### config.mk
export PLATFORM = sky130hd
export DESIGN_NAME = ccs_regs
export DESIGN_NICKNAME = d
export VERILOG_FILES = /design/src/ccs_pkg.sv /design/src/ccs_ramp_if.sv /design/src/ccs_regs.sv /design/src/ccs_soft_start.sv
export SDC_FILE = /design/constraint.sdc
export NUM_CORES = 1
export LEC_CHECK = 0
export BUFFER_PORTS_ARGS = -buffer_cell sky130_fd_sc_hd__buf_2
export CORE_MARGIN = 1
export CORE_UTILIZATION = 55
export DETAILED_ROUTE_END_ITERATION = 8
export PLACE_DENSITY = 0.8
export SYNTH_ARGS = -nofsm -noshare
export SYNTH_HDL_FRONTEND = slang
export SYNTH_SLANG_ARGS = --single-unit
### constraint.sdc
create_clock -name clock -period 6.5 [get_ports clock]
set_input_delay 0.975 -clock clock [delete_from_list [all_inputs] [get_ports clock]]
set_output_delay 0.975 -clock clock [all_outputs]
set_load 0.05 [all_outputs]
### src/ccs_pkg.sv
// Package with the constants and types of the charger current setpoint block.
`default_nettype none
package ccs_pkg;
	// ****************************************
	// Bus addressing and command codes
	// ****************************************
	localparam logic [7:0] CCS_BUS_ADDR = 8'h12;
	localparam logic [7:0] CCS_CMD_CHG = 8'h14;
	localparam logic [7:0] CCS_CMD_INP = 8'h3F;
	localparam int CCS_BYTE_LAST_BIT = 7;
	localparam logic [2:0] CCS_BIT_CNT_LAST = 3'h7;
	localparam logic [1:0] CCS_IDX_ADDR = 2'h0;
	localparam logic [1:0] CCS_IDX_CMD = 2'h1;
	localparam logic [1:0] CCS_IDX_DLO = 2'h2;
	localparam logic [1:0] CCS_IDX_DHI = 2'h3;

	// ****************************************
	// Setpoint field layout
	// ****************************************
	localparam int CCS_STEP_W = 7;
	localparam int CCS_STEP_LSB = 7;
	localparam int CCS_STEP_MSB = 13;
	localparam int CCS_OVR_LSB = 14;
	localparam int CCS_OVR_MSB = 15;
	localparam logic [6:0] CCS_STEP_MAX = 7'h7F;
	localparam logic [6:0] CCS_STEP_RST = 7'h00;

	// ****************************************
	// Synchroniser bit positions
	// ****************************************
	localparam int CCS_SY_SCL = 0;
	localparam int CCS_SY_SDA = 1;
	localparam int CCS_SY_TST = 2;
	localparam int CCS_SY_TRN = 3;

	// ****************************************
	// Soft start timing
	// ****************************************
	localparam int CCS_CLK_NS = 20;
	localparam int CCS_STEP_TIME_NS = 1000000;
	localparam int CCS_STEP_CYC = CCS_STEP_TIME_NS / CCS_CLK_NS;
	localparam logic [3:0] CCS_RAMP_STEPS = 4'h8;
	localparam int CCS_RAMP_SHIFT = 3;

	// ****************************************
	// State types
	// ****************************************
	typedef enum logic [4:0] {
		CCS_BUS_IDLE = 5'h01,
		CCS_BUS_RX = 5'h02,
		CCS_BUS_ACK = 5'h04,
		CCS_BUS_TX = 5'h08,
		CCS_BUS_RACK = 5'h10
	} ccs_bus_t;

	typedef enum logic [2:0] {
		CCS_CHG_OFF = 3'h1,
		CCS_CHG_WAIT = 3'h2,
		CCS_CHG_RUN = 3'h4
	} ccs_chg_t;
endpackage : ccs_pkg
`default_nettype wire

### src/ccs_ramp_if.sv
// Interface between the setpoint logic and the soft start ramp.
`default_nettype none
interface ccs_ramp_if;
	logic run;
	logic [6:0] target;
	logic [6:0] level;
	modport ctl (output run, output target, input level);
	modport ramp (input run, input target, output level);
endinterface : ccs_ramp_if
`default_nettype wire

### src/ccs_regs.sv
// Charger current setpoint registers, bus target and temperature gate.
`default_nettype none
module ccs_regs #(
	parameter int STEP_CYCLES = ccs_pkg::CCS_STEP_CYC
) (
	input wire logic clock, // System clock, 50 MHz.
	input wire logic rst, // Synchronous reset, active high.
	input wire logic scl_i, // Bus clock pin level.
	input wire logic sda_i, // Bus data pin level.
	output logic sda_o, // Bus data drive value, always low.
	output logic sda_oe, // Bus data pull-down enable.
	input wire logic temp_start_ok, // Sense pin between low and high thresholds.
	input wire logic temp_run_ok, // Sense pin between low and cutoff thresholds.
	output logic pwm_enable, // Both charge power switches allowed to run.
	output logic [6:0] charge_target, // Ramped charge current in 128 mA steps.
	output logic [6:0] input_limit_target // Input current limit in 128 mA steps.
);
	typedef struct packed {
		logic [3:0] s1;
		logic [3:0] s2;
		logic scl_d;
		logic sda_d;
		ccs_pkg::ccs_bus_t bus;
		logic [2:0] cnt;
		logic done;
		logic [1:0] idx;
		logic rw;
		logic [7:0] sh;
		logic [7:0] cmd;
		logic [7:0] lo;
		logic [7:0] hi;
		logic [7:0] tx;
		logic hi_sent;
		logic oe;
		logic wr;
		logic [6:0] chg;
		logic [6:0] inp;
		ccs_pkg::ccs_chg_t cst;
		logic pwm;
		logic [6:0] ctgt;
	} ccs_st_t;

	ccs_st_t q;
	ccs_st_t n;
	ccs_ramp_if rif ();
	logic scl_rise;
	logic scl_fall;
	logic bus_start;
	logic bus_stop;
	logic en;
	logic [15:0] rd_word;
	logic [6:0] wr_step;

	// ****************************************
	// Pin events and read data
	// ****************************************
	// Only the second synchroniser stage and the delayed copy are looked at.
	assign scl_rise = q.s2[ccs_pkg::CCS_SY_SCL] & ~q.scl_d;
	assign scl_fall = ~q.s2[ccs_pkg::CCS_SY_SCL] & q.scl_d;
	assign bus_start = q.s2[ccs_pkg::CCS_SY_SCL] & q.scl_d & q.sda_d & ~q.s2[ccs_pkg::CCS_SY_SDA];
	assign bus_stop = q.s2[ccs_pkg::CCS_SY_SCL] & q.scl_d & ~q.sda_d & q.s2[ccs_pkg::CCS_SY_SDA];
	assign en = (q.chg != ccs_pkg::CCS_STEP_RST) && (q.inp != ccs_pkg::CCS_STEP_RST);

	// Read word: stored steps in their field, all other bits zero.
	always_comb begin
		rd_word = 16'h0000;
		if (q.cmd == ccs_pkg::CCS_CMD_CHG) begin
			rd_word[ccs_pkg::CCS_STEP_MSB:ccs_pkg::CCS_STEP_LSB] = q.chg;
		end else begin
			rd_word[ccs_pkg::CCS_STEP_MSB:ccs_pkg::CCS_STEP_LSB] = q.inp;
		end
	end

	// Written word to steps: low bits dropped, upper bits mean over range.
	always_comb begin
		if (|q.sh[ccs_pkg::CCS_OVR_MSB - 8:ccs_pkg::CCS_OVR_LSB - 8]) begin
			wr_step = ccs_pkg::CCS_STEP_MAX;
		end else begin
			wr_step = {q.sh[ccs_pkg::CCS_STEP_MSB - 8:0], q.lo[ccs_pkg::CCS_BYTE_LAST_BIT]};
		end
	end

	// ****************************************
	// Next state
	// ****************************************
	// Bytes are sampled on the bus clock rise and the data line is changed only
	// after its fall, so the pull-down never moves while the clock is high.
	always_comb begin
		n = q;
		n.s1 = {temp_run_ok, temp_start_ok, sda_i, scl_i};
		n.s2 = q.s1;
		n.scl_d = q.s2[ccs_pkg::CCS_SY_SCL];
		n.sda_d = q.s2[ccs_pkg::CCS_SY_SDA];
		n.wr = 1'b0;
		if (bus_start) begin
			n.bus = ccs_pkg::CCS_BUS_RX;
			n.cnt = 3'h0;
			n.done = 1'b0;
			n.idx = ccs_pkg::CCS_IDX_ADDR;
			n.oe = 1'b0;
		end else if (bus_stop) begin
			n.bus = ccs_pkg::CCS_BUS_IDLE;
			n.oe = 1'b0;
		end else begin
			case (q.bus)
				ccs_pkg::CCS_BUS_RX: begin
					if (scl_rise && !q.done) begin
						n.sh = {q.sh[6:0], q.s2[ccs_pkg::CCS_SY_SDA]};
						n.cnt = q.cnt + 3'h1;
						n.done = (q.cnt == ccs_pkg::CCS_BIT_CNT_LAST);
					end
					if (scl_fall && q.done) begin
						n.done = 1'b0;
						n.cnt = 3'h0;
						n.oe = 1'b1;
						n.bus = ccs_pkg::CCS_BUS_ACK;
						case (q.idx)
							ccs_pkg::CCS_IDX_ADDR: begin
								if (q.sh[7:1] == ccs_pkg::CCS_BUS_ADDR[7:1]) begin
									n.rw = q.sh[0];
								end else begin
									n.oe = 1'b0;
									n.bus = ccs_pkg::CCS_BUS_IDLE;
								end
							end
							ccs_pkg::CCS_IDX_CMD: begin
								n.cmd = q.sh;
								if (q.sh != ccs_pkg::CCS_CMD_CHG && q.sh != ccs_pkg::CCS_CMD_INP) begin
									n.oe = 1'b0;
									n.bus = ccs_pkg::CCS_BUS_IDLE;
								end
							end
							ccs_pkg::CCS_IDX_DLO: begin
								n.lo = q.sh;
							end
							default: begin
								n.hi = q.sh;
								n.wr = 1'b1;
								if (q.cmd == ccs_pkg::CCS_CMD_CHG) begin
									n.chg = wr_step;
								end else begin
									n.inp = wr_step;
								end
							end
						endcase
					end
				end
				ccs_pkg::CCS_BUS_ACK: begin
					if (scl_fall) begin
						if (q.rw) begin
							n.tx = rd_word[7:0];
							n.oe = ~rd_word[ccs_pkg::CCS_BYTE_LAST_BIT];
							n.hi_sent = 1'b0;
							n.bus = ccs_pkg::CCS_BUS_TX;
						end else begin
							n.oe = 1'b0;
							n.idx = q.idx + 2'h1;
							n.bus = (q.idx == ccs_pkg::CCS_IDX_DHI) ? ccs_pkg::CCS_BUS_IDLE
								: ccs_pkg::CCS_BUS_RX;
						end
					end
				end
				ccs_pkg::CCS_BUS_TX: begin
					if (scl_fall) begin
						if (q.cnt == ccs_pkg::CCS_BIT_CNT_LAST) begin
							n.oe = 1'b0;
							n.bus = ccs_pkg::CCS_BUS_RACK;
						end else begin
							n.tx = {q.tx[6:0], 1'b0};
							n.oe = ~q.tx[6];
							n.cnt = q.cnt + 3'h1;
						end
					end
				end
				ccs_pkg::CCS_BUS_RACK: begin
					if (scl_rise) begin
						if (q.s2[ccs_pkg::CCS_SY_SDA] || q.hi_sent) begin
							n.bus = ccs_pkg::CCS_BUS_IDLE;
						end else begin
							n.done = 1'b1;
						end
					end
					if (scl_fall && q.done) begin
						n.done = 1'b0;
						n.cnt = 3'h0;
						n.tx = rd_word[15:8];
						n.oe = ~rd_word[15];
						n.hi_sent = 1'b1;
						n.bus = ccs_pkg::CCS_BUS_TX;
					end
				end
				default: begin
					n.oe = 1'b0;
				end
			endcase
		end

		// Temperature gate, judged anew every cycle.
		case (q.cst)
			ccs_pkg::CCS_CHG_OFF: begin
				if (en) begin
					n.cst = q.s2[ccs_pkg::CCS_SY_TST] ? ccs_pkg::CCS_CHG_RUN
						: ccs_pkg::CCS_CHG_WAIT;
				end
			end
			ccs_pkg::CCS_CHG_WAIT: begin
				if (!en) begin
					n.cst = ccs_pkg::CCS_CHG_OFF;
				end else if (q.s2[ccs_pkg::CCS_SY_TST]) begin
					n.cst = ccs_pkg::CCS_CHG_RUN;
				end
			end
			ccs_pkg::CCS_CHG_RUN: begin
				if (!en) begin
					n.cst = ccs_pkg::CCS_CHG_OFF;
				end else if (!q.s2[ccs_pkg::CCS_SY_TRN]) begin
					n.cst = ccs_pkg::CCS_CHG_WAIT;
				end
			end
			default: begin
				n.cst = ccs_pkg::CCS_CHG_OFF;
			end
		endcase
		n.pwm = (n.cst == ccs_pkg::CCS_CHG_RUN);
		n.ctgt = rif.level;
	end

	// State register; reset clears both setpoints and the gate.
	always_ff @(posedge clock) begin
		if (rst) begin
			q <= '0;
			q.bus <= ccs_pkg::CCS_BUS_IDLE;
			q.cst <= ccs_pkg::CCS_CHG_OFF;
		end else begin
			q <= n;
		end
	end

	// ****************************************
	// Soft start and outputs
	// ****************************************
	assign rif.run = q.pwm;
	assign rif.target = q.chg;

	ccs_soft_start #(
		.STEP_CYCLES(STEP_CYCLES)
	) u_ramp (
		.clock(clock),
		.rst(rst),
		.rif(rif)
	);

	// Data is only ever pulled low; the enable alone carries the bit.
	assign sda_o = 1'b0;
	assign sda_oe = q.oe;
	assign pwm_enable = q.pwm;
	assign charge_target = q.ctgt;
	assign input_limit_target = q.inp;
endmodule : ccs_regs
`default_nettype wire

### src/ccs_soft_start.sv
// Soft start ramp of the charge current target in eight timed steps.
`default_nettype none
module ccs_soft_start #(
	parameter int STEP_CYCLES = ccs_pkg::CCS_STEP_CYC
) (
	input wire logic clock, // System clock.
	input wire logic rst, // Synchronous reset, active high.
	ccs_ramp_if.ramp rif // Run request, target and ramped level.
);
	typedef struct packed {
		logic [19:0] cnt;
		logic [3:0] k;
		logic [6:0] level;
	} ccs_ramp_st_t;

	ccs_ramp_st_t q;
	ccs_ramp_st_t n;
	logic [10:0] prod;

	// ****************************************
	// Ramp stepping
	// ****************************************
	// The level restarts from zero each time the run request rises, so a resume
	// after a suspend ramps again rather than jumping to the full target.
	always_comb begin
		n = q;
		prod = 11'(rif.target) * 11'(q.k);
		if (!rif.run) begin
			n.cnt = 20'h00000;
			n.k = 4'h0;
			n.level = 7'h00;
		end else begin
			if (q.k != ccs_pkg::CCS_RAMP_STEPS) begin
				if (q.cnt == 20'(STEP_CYCLES - 1)) begin
					n.cnt = 20'h00000;
					n.k = q.k + 4'h1;
				end else begin
					n.cnt = q.cnt + 20'h00001;
				end
			end
			n.level = prod[ccs_pkg::CCS_RAMP_SHIFT +: 7];
		end
	end

	// State register.
	always_ff @(posedge clock) begin
		if (rst) begin
			q <= '0;
		end else begin
			q <= n;
		end
	end

	assign rif.level = q.level;
endmodule : ccs_soft_start
`default_nettype wire

## Yosys cells after proc, flatten, opt, wreduce, memory -nomap -nowiden

Cells that the tools add are included.

- Bits in registers: 120
- Bits in latches: 0
- RAM bits: 0
- ROM bits: 0
- Memories: 0

- Add/subtract/negate cells: 4
- $mul: 1
- Divide/modulo/power cells: 0
- Magnitude comparators: 0
- Eq/ne operators: 35
- Shift-type cells: 0
- Mux-type cells: 62
- Bitwise operators: 19
- Reduce and logical (&&, ||, !) cells: 36

Operators by type and width:

| cell | count |
|---|---|
| 8-bit two-way mux | 8 |
| 48-bit two-way mux | 1 |
| 33-bit two-way mux | 1 |
| 6-bit AND reduction | 5 |
| 7-bit two-way mux | 4 |
| 3-bit two-way mux | 9 |
| 9-bit two-way mux | 3 |
| 24-bit two-way mux | 1 |
| 8-bit one-hot mux with 3 select lines | 1 |
| 20-bit by 1-bit adder with 20-bit output (second input constant) | 1 |
| 20-bit by 16-bit equality test with 1-bit output (second input constant) | 1 |
| 10-bit two-way mux | 2 |
| 20-bit two-way mux | 1 |
| 5-bit two-way mux | 4 |
| 4-bit != test (second input constant) | 5 |
| 5-bit one-hot mux with 4 select lines | 1 |
| 5-bit AND reduction | 4 |
| 3-bit one-hot mux with 3 select lines | 2 |
| 16-bit two-way mux | 1 |
| 15-bit two-way mux | 1 |
| 2-bit != test (second input constant) | 7 |
| 7-bit AND reduction | 2 |
| 7-bit nonzero test | 2 |
| 3-bit != test (second input constant) | 4 |
| other kinds (39) | 86 |

## Longest topological paths before layout

Gate-level depths: netlist of the first run.

- Depth after elaboration: 8
- Gate-level depth with buffers: 13

## Modules after synthesis

Synthesis of the first run repeated with hierarchy kept, for this count alone.

- Cells, all modules: 683
- Area total of the unflattened synthesis: 5,681.7 µm²

Modules (own cells, without submodules):

| module | instances | cells each | area an instance (µm²) | sequential area each (µm²) |
|---|---|---|---|---|
| ccs_regs | 1 | 426 | 3,528.4 | 1,461.4 |
| ccs_soft_start | 1 | 257 | 2,153.3 | 620.6 |

## Least setup slack after synthesis of the first run

OpenSTA, ideal clock, no wires.

- Path kind: register to register
- Start point: reg u_ramp.q[10] (netlist bit)
- End point: reg u_ramp.q, in the netlist u_ramp.rif.level[4]
- Library setup time: 132 ps
- Arrival: 3,027 ps
- Slack: 3,342 ps
- Stages on the path, launching flop included: 13
- Period minus slack after synthesis: 3,158 ps
- Path through: dfxtp_1 clkbuf_1 and2_1 fa_1 inv_1 fa_1 inv_1 ha_1 and4_1 a221o_1 a21o_1 a211oi_1 nor3_1

- Longest elaborated chain between the ends: 1

RTL lines:

| what | line | text |
|---|---|---|
| start, declared | ccs_soft_start.sv:16 | `ccs_ramp_st_t q;` |
| start signal, assigned | ccs_soft_start.sv:50 | `q <= n;` |
| 7-bit by 4-bit multiplier with 10-bit output | ccs_soft_start.sv:27 | `prod = 11'(rif.target) * 11'(q.k);` |

Every way passes these cells.
A chain may end at the register's enable or synchronous reset.

## Worst setup path in the final report of the first run

Same ends and word-level chain as after synthesis.

==> results.tsv, run 1 <==
metric	value	unit
largest cells by area after synthesis	dfxtp_1, ha_1, nor2_1	
first-pass GRT wire length	18500	um
Final #Nets	660	
Worst Hold Class	reg -> reg	
Slew @ Worst Pin	0.742	ns
area share of the largest cell type after synthesis	0.382	
Peak VDD IR	0.0950	mV
Die Area	0.0103	mm^2
Power Total	1.05	mW
P_leak	2.01	nW
Port Buffers	21	
Max-Cap Viols	0	
DRC violations left	0	
Seq/Total Area, Yosys	0.382	
largest net degree at the start of global routing	66	
crit path DAT	3.54	ns
core area	0.00942	mm^2
status	complete, no violations	
pwr/cell area	186	mW/mm^2
hold buffers post-CTS	0	
most common cell after layout, fill and taps aside	dfxtp_1	
max-slew violation count	0	
total wire length	10700	um
Mapped Nets	670	
Num Clock Sinks	104	
antenna violations before repair	0	
Layout area overhead	3.81	%
GR Util All Layers	0.227	
final hold vios	0	
Setup TNS	0	ns
Tmin final	3.29	ns
Logic pwr share	0.015	
Worst-Skew Late Latency	0.38	ns
P_sw	0.255	mW
vias in the first global route	4040	
Pre-antenna DRT Iters	5	
Cell Rows	35	
clock skew	0.0150	ns
dominant cell type by area after synthesis	dfxtp_1	
Sw Ratio	0.243	
Critical Path End Type	flip-flop	
Setup Buffers After CTS	0	
Die Width	102	um
H-Tree Depth	3	
Worst-path clk slew	0.11	ns
ys flop type	dfxtp_1	
diodes inserted	0	
cell count after synthesis	633	
Final Wtd Congestion	0.929	
Setup violations, final	0	
Critical Path Source Type	flip-flop	
CTS Buf Count	9	
Vias per Instance	5.69	
CTS tree	done	
Synth Area per Inst	8.60	um^2
most frequent cells in the layout	dfxtp_1, nor2_1, nand2_1, a21oi_1, nand3_1	
DRT iter0 DRCs	157	
Final Non-Filler Cells	757	
share of cells above drive strength 1	0.0892	
slew margin rel.	0.502	
WHS	0.444	ns
CTS Buffer Depth	2	
RSZ-0062 raised after global routing	false	
IO Count	23	
die height	102	um
Seq pwr share	0.610	
FF+latch count, synth	104	
total grt overflow	0	
Int Power	0.795	mW
placed cell count	741	
Wirelength per Cell	14.1	um
Post-synth ARST share	0	
Yosys warning total	0	
cts repair resizes	0	
Post-Syn Area	0.00545	mm^2
clock network fraction of design power	0.374	
DP Wirelength	7810	um
initial core utilization	0.578	
Routed Antenna Nets	0	
number of flops mapped to enable cells by yosys	0	
CTS Root Cell	clkbuf_8	
Crit Path Class	reg -> reg	
Fmax	304	MHz
Yosys cell types	69	
Tcrit/Tclk final	0.507	
routed vias	4304	
Crit path required time	6.75	ns
CP Max Fanout	9	
layer usage:
layer	vias to the layer above	track usage	part of all wire
li1	2137	-	-
met1	2025	0.306	0.47
met2	125	0.365	0.47
met3	17	0.0393	0.047
met4	0	0.0825	0.016
met5	-	0	0
kinds of logic after synthesis:
family / synth area share
other: 0.000689
multiplexers: 0.0207
XOR/XNOR: 0.0402
buffers and inverters: 0.0668
AO/OA/AOI/OAI: 0.130
AND/OR/NAND/NOR: 0.274
flip-flops: 0.382
adder cells (fa/ha/maj): 0.0850
through the flow:
step	utilization	setup slack [ns]	area, um^2
3_5_place_dp	0.580	3.27	5460
6_report	0.601	3.21	5650
4_1_cts	0.601	3.22	5650
2_1_floorplan	-	3.34	5450
5_1_grt	0.601	2.98	5650
3_3_place_gp	0.580	3.33	5460
cell usage after synthesis, types with 5 or more instances:
| cell | n |
|---|---|
| nand2b_1 | 12 |
| a211oi_1 | 23 |
| nor2b_1 | 23 |
| buf_4 | 17 |
| inv_1 | 24 |
| nor4_1 | 6 |
| dfxtp_1 | 104 |
| nand3_1 | 31 |
| xor2_1 | 10 |
| nor2_1 | 68 |
| mux2i_1 | 9 |
| ha_1 | 21 |
| nor3_1 | 14 |
| o21ai_0 | 11 |
| fa_1 | 10 |
| a21oi_1 | 47 |
| clkbuf_1 | 18 |
| nand4_1 | 8 |
| xnor2_1 | 15 |
| and2_1 | 22 |
| or3_1 | 8 |
| buf_2 | 5 |
| nand2_1 | 55 |
sequential cells by signal, summed over array words and instances, names as in the netlist:
name / count
u_ramp.q: 24
sda_oe: 1
u_ramp.rif.level: 7
q: 44
charge_target: 7
input_limit_target: 7
rif.target: 7
n: 6
pwm_enable: 1
power groups by stage:
stage	Sequential [mW]	Clock, mW	Combinational, mW
4_1_cts	0.641	0.403	0.0162
5_1_grt	0.642	0.433	0.0177
3_5_place_dp	0.656	0	0.0161
3_3_place_gp	0.656	0	0.0158
6_report	0.641	0.393	0.0161
2_1_floorplan	0.655	0	0.0129
area by class of cell:
| cell class | instances | area, um^2 |
|---|---|---|
| fill | 805 | 3760 |
| multi-input combinational | 460 | 3000 |
| sequential | 104 | 2080 |
| tap | 129 | 161 |
| clock buffer | 9 | 124 |
| timing repair buffer | 23 | 120 |
| inverter | 25 | 93.8 |
| clock inverter | 7 | 72.6 |
critical path, stage by stage, from the launching register on:
cell and delay (ns):
dfxtp_1 0.40, and2_1 0.19, fa_1 0.53, inv_1 0.05
fa_1 0.52, inv_1 0.04, ha_1 0.33, and4_1 0.21
a221o_1 0.37, a21o_1 0.19, a211oi_1 0.25, nor3_1 0.07
path summary, 6_finish.rpt:
kind | slack (ns) | to | from | cells past startpoint
worst max register to register | 3.21 | u_ramp.rif.level[4]$_SDFF_PP0_ | u_ramp.q[10]$_SDFFE_PP0P_ | 11
worst min-delay path | 0.44 | charge_target[6]$_SDFF_PP0_ | u_ramp.rif.level[6]$_SDFF_PP0_ | 1
worst max-delay path | 3.21 | u_ramp.rif.level[4]$_SDFF_PP0_ | u_ramp.q[10]$_SDFFE_PP0P_ | 11
worst min register to register | 0.44 | charge_target[6]$_SDFF_PP0_ | u_ramp.rif.level[6]$_SDFF_PP0_ | 1
(Power assumes the default switching activity.)
==> inputs of run 2 (changes only) <==
--- a/config.mk
+++ b/config.mk
@@ -9,7 +9,7 @@
 export CORE_MARGIN = 1
 export CORE_UTILIZATION = 55
 export DETAILED_ROUTE_END_ITERATION = 8
-export PLACE_DENSITY = 0.8
+export PLACE_DENSITY = 0.83
 export SYNTH_ARGS = -nofsm -noshare
 export SYNTH_HDL_FRONTEND = slang
 export SYNTH_SLANG_ARGS = --single-unit
==> constraint.sdc (replaced) <==
create_clock -name clock -period 2.78 [get_ports clock]
set_input_delay 0.417 -clock clock [delete_from_list [all_inputs] [get_ports clock]]
set_output_delay 0.417 -clock clock [all_outputs]
set_load 0.05 [all_outputs]
==> results.tsv, run 2 (synthesis results as in run 1) <==
metric	value	unit	change
status	finished, violations left		
failing checks	setup timing		
Tmin final	2.95	ns	-0.348 ns
vias in the first global route	4121		+2.0%
placed cell count	763		+3.0%
P_leak	2.18	nW	+8.2%
largest registers	q (44), u_ramp.q (24)		
Port Buffers	21		unchanged
Slew @ Worst Pin	0.568	ns	-0.175 ns
critical-path cell list	and2_4, fa_1, inv_1, fa_1, inv_2, ha_4, buf_4, nor2b_4, o21ai_1, nand2b_1, a21o_1, a21oi_2, mux2i_1		
GR Util All Layers	0.235		+0.00794
Biggest register	q		
Layout area overhead	9.46	%	
Largest register FFs	44		unchanged
Crit Path Class	reg -> reg		
CP peak stage delay	0.52	ns	about the same
total grt overflow	0		unchanged
IO Count	23		unchanged
CTS Buffer Depth	2		unchanged
Worst-path clk slew	0.10	ns	about the same
Worst Hold Class	in -> reg		
DP Wirelength	8310	um	+6.4%
total wire length	11500	um	+7.4%
Max-Cap Viols	0		unchanged
crit path DAT	3.23	ns	-0.31 ns
pre-CTS WS	-0.154	ns	-3.42 ns
most frequent cells in the layout	dfxtp_1, nor2_1, nand2_1, a21oi_1, nand3_1		
Final Wtd Congestion	0.940		+1.2%
crit-path most repeated cell	fa_1		
Setup violations, final	4		+4
Die Width	102	um	unchanged
Final Non-Filler Cells	786		+3.8%
die height	102	um	unchanged
Num Clock Sinks	104		unchanged
slew margin rel.	0.612		+0.109
delay-heaviest family, CP	adder cells		
Cell Rows	35		unchanged
CTS Buf Count	9		unchanged
final hold vios	0		unchanged
Critical Path End Type	flip-flop		
DRC violations left	0		unchanged
Die Area	0.0103	mm^2	unchanged
diodes inserted	0		unchanged
Peak VDD IR	0.280	mV	+190%
FILL cells	773		-4.0%
antenna violations before repair	0		unchanged
Final Worst Setup Slack	-0.166	ns	-3.37 ns
RSZ-0062 raised after global routing	true		
Wirelength per Cell	14.6	um	+3.4%
core area	0.00942	mm^2	unchanged
clock skew	0.0175	ns	+0.00248 ns
largest net degree at the start of global routing	45		-32%
Critical Path Source Type	flip-flop		
DRT iter0 DRCs	204		+30%
Worst-Skew Late Latency	0.36	ns	-0.02 ns
hold buffers post-CTS	0		unchanged
Crit-path slowest cell	fa_1		
initial core utilization	0.578		unchanged
r2r setup slk	-0.17	ns	-3.37 ns
CTS tree	done		
Final #Nets	689		+4.4%
CP Max Fanout	3		-6
most common cell after layout, fill and taps aside	dfxtp_1		
H-Tree Depth	3		unchanged
share of cells above drive strength 1	0.161		+0.0722
pwr/cell area	417	mW/mm^2	+120%
Pre-antenna DRT Iters	5		unchanged
Routed Antenna Nets	0		unchanged
WHS	0.277	ns	-0.167 ns
Fmax	339	MHz	+12%
Setup TNS	-0.479	ns	-0.479 ns
CTS Root Cell	clkbuf_8		
max-slew violation count	0		unchanged
Worst Path Buf+Inv	3		+1
Vias per Instance	5.63		-1.0%
first-pass GRT wire length	19100	um	+3.2%
Tcrit/Tclk final	1.06		+0.553
Crit path required time	3.06	ns	-3.69 ns
routed vias	4424		+2.8%
## run 2: what timing repair did
action / CTS / global route
pin swaps: 3 / 6
endpoints found under the hold margin: 0 / 0
gates resized for setup: 7 / 12
setup buffers: 5 / 2
setup endpoints to repair: 5 / 6
## run 2: final timing paths
kind                                                  endpoint  cells after the start                           start
worst max register to register  u_ramp.rif.level[5]$_SDFF_PP0_                     13      rif.target[1]$_SDFFE_PP0P_
worst min register to register     charge_target[0]$_SDFF_PP0_                      1  u_ramp.rif.level[0]$_SDFF_PP0_
worst min-delay path                          n[85]$_SDFF_PP0_                      2                     temp_run_ok
worst max-delay path            u_ramp.rif.level[5]$_SDFF_PP0_                     13      rif.target[1]$_SDFFE_PP0P_
## run 2: final cells by class
| type | count | area, um^2 | area share |
|---|---|---|---|
| Multi-Input combinational cell | 460 | 3070 | 0.516 |
| Clock inverter | 7 | 77.6 | 0.0130 |
| Clock buffer | 9 | 124 | 0.0208 |
| Tap cell | 129 | 161 | 0.0271 |
| Sequential cell | 104 | 2090 | 0.350 |
| Timing Repair Buffer | 52 | 342 | 0.0573 |
| Inverter | 25 | 93.8 | 0.0157 |
## run 2: power by group
group / switching [mW] / total, mW / internal (mW)
Clock: 0.523 / 0.947 / 0.425
Sequential: 0.00458 / 1.50 / 1.49
Combinational: 0.0265 / 0.0391 / 0.0126
Total: 0.554 / 2.49 / 1.93
## run 2: worst reg2reg max path, delay by kind of cell (launching register included)
| kind | cells | cell delay [ns] |
|---|---|---|
| AO/OA/AOI/OAI | 3 | 0.47 |
| adder cells (fa/ha/maj) | 3 | 1.23 |
| AND/OR/NAND/NOR | 3 | 0.39 |
| buffers and inverters | 3 | 0.24 |
| multiplexers | 1 | 0.22 |
| flip-flops | 1 | 0.35 |
## run 2: per-layer routing
layer / global-route usage / wire (um)
met1: 0.303 / 5280
met2: 0.397 / 5480
met5: 0 / 0
met4: 0.0691 / 159
met3: 0.0483 / 566
## run 2: stage by stage
step | util | cell area, um^2 | power, mW
floorplan | - | 5480 | 1.56
global placement | 0.600 | 5650 | 1.57
detailed placement | 0.600 | 5650 | 1.57
CTS | 0.626 | 5900 | 2.51
global route | 0.633 | 5960 | 2.58
finish | 0.633 | 5960 | 2.49
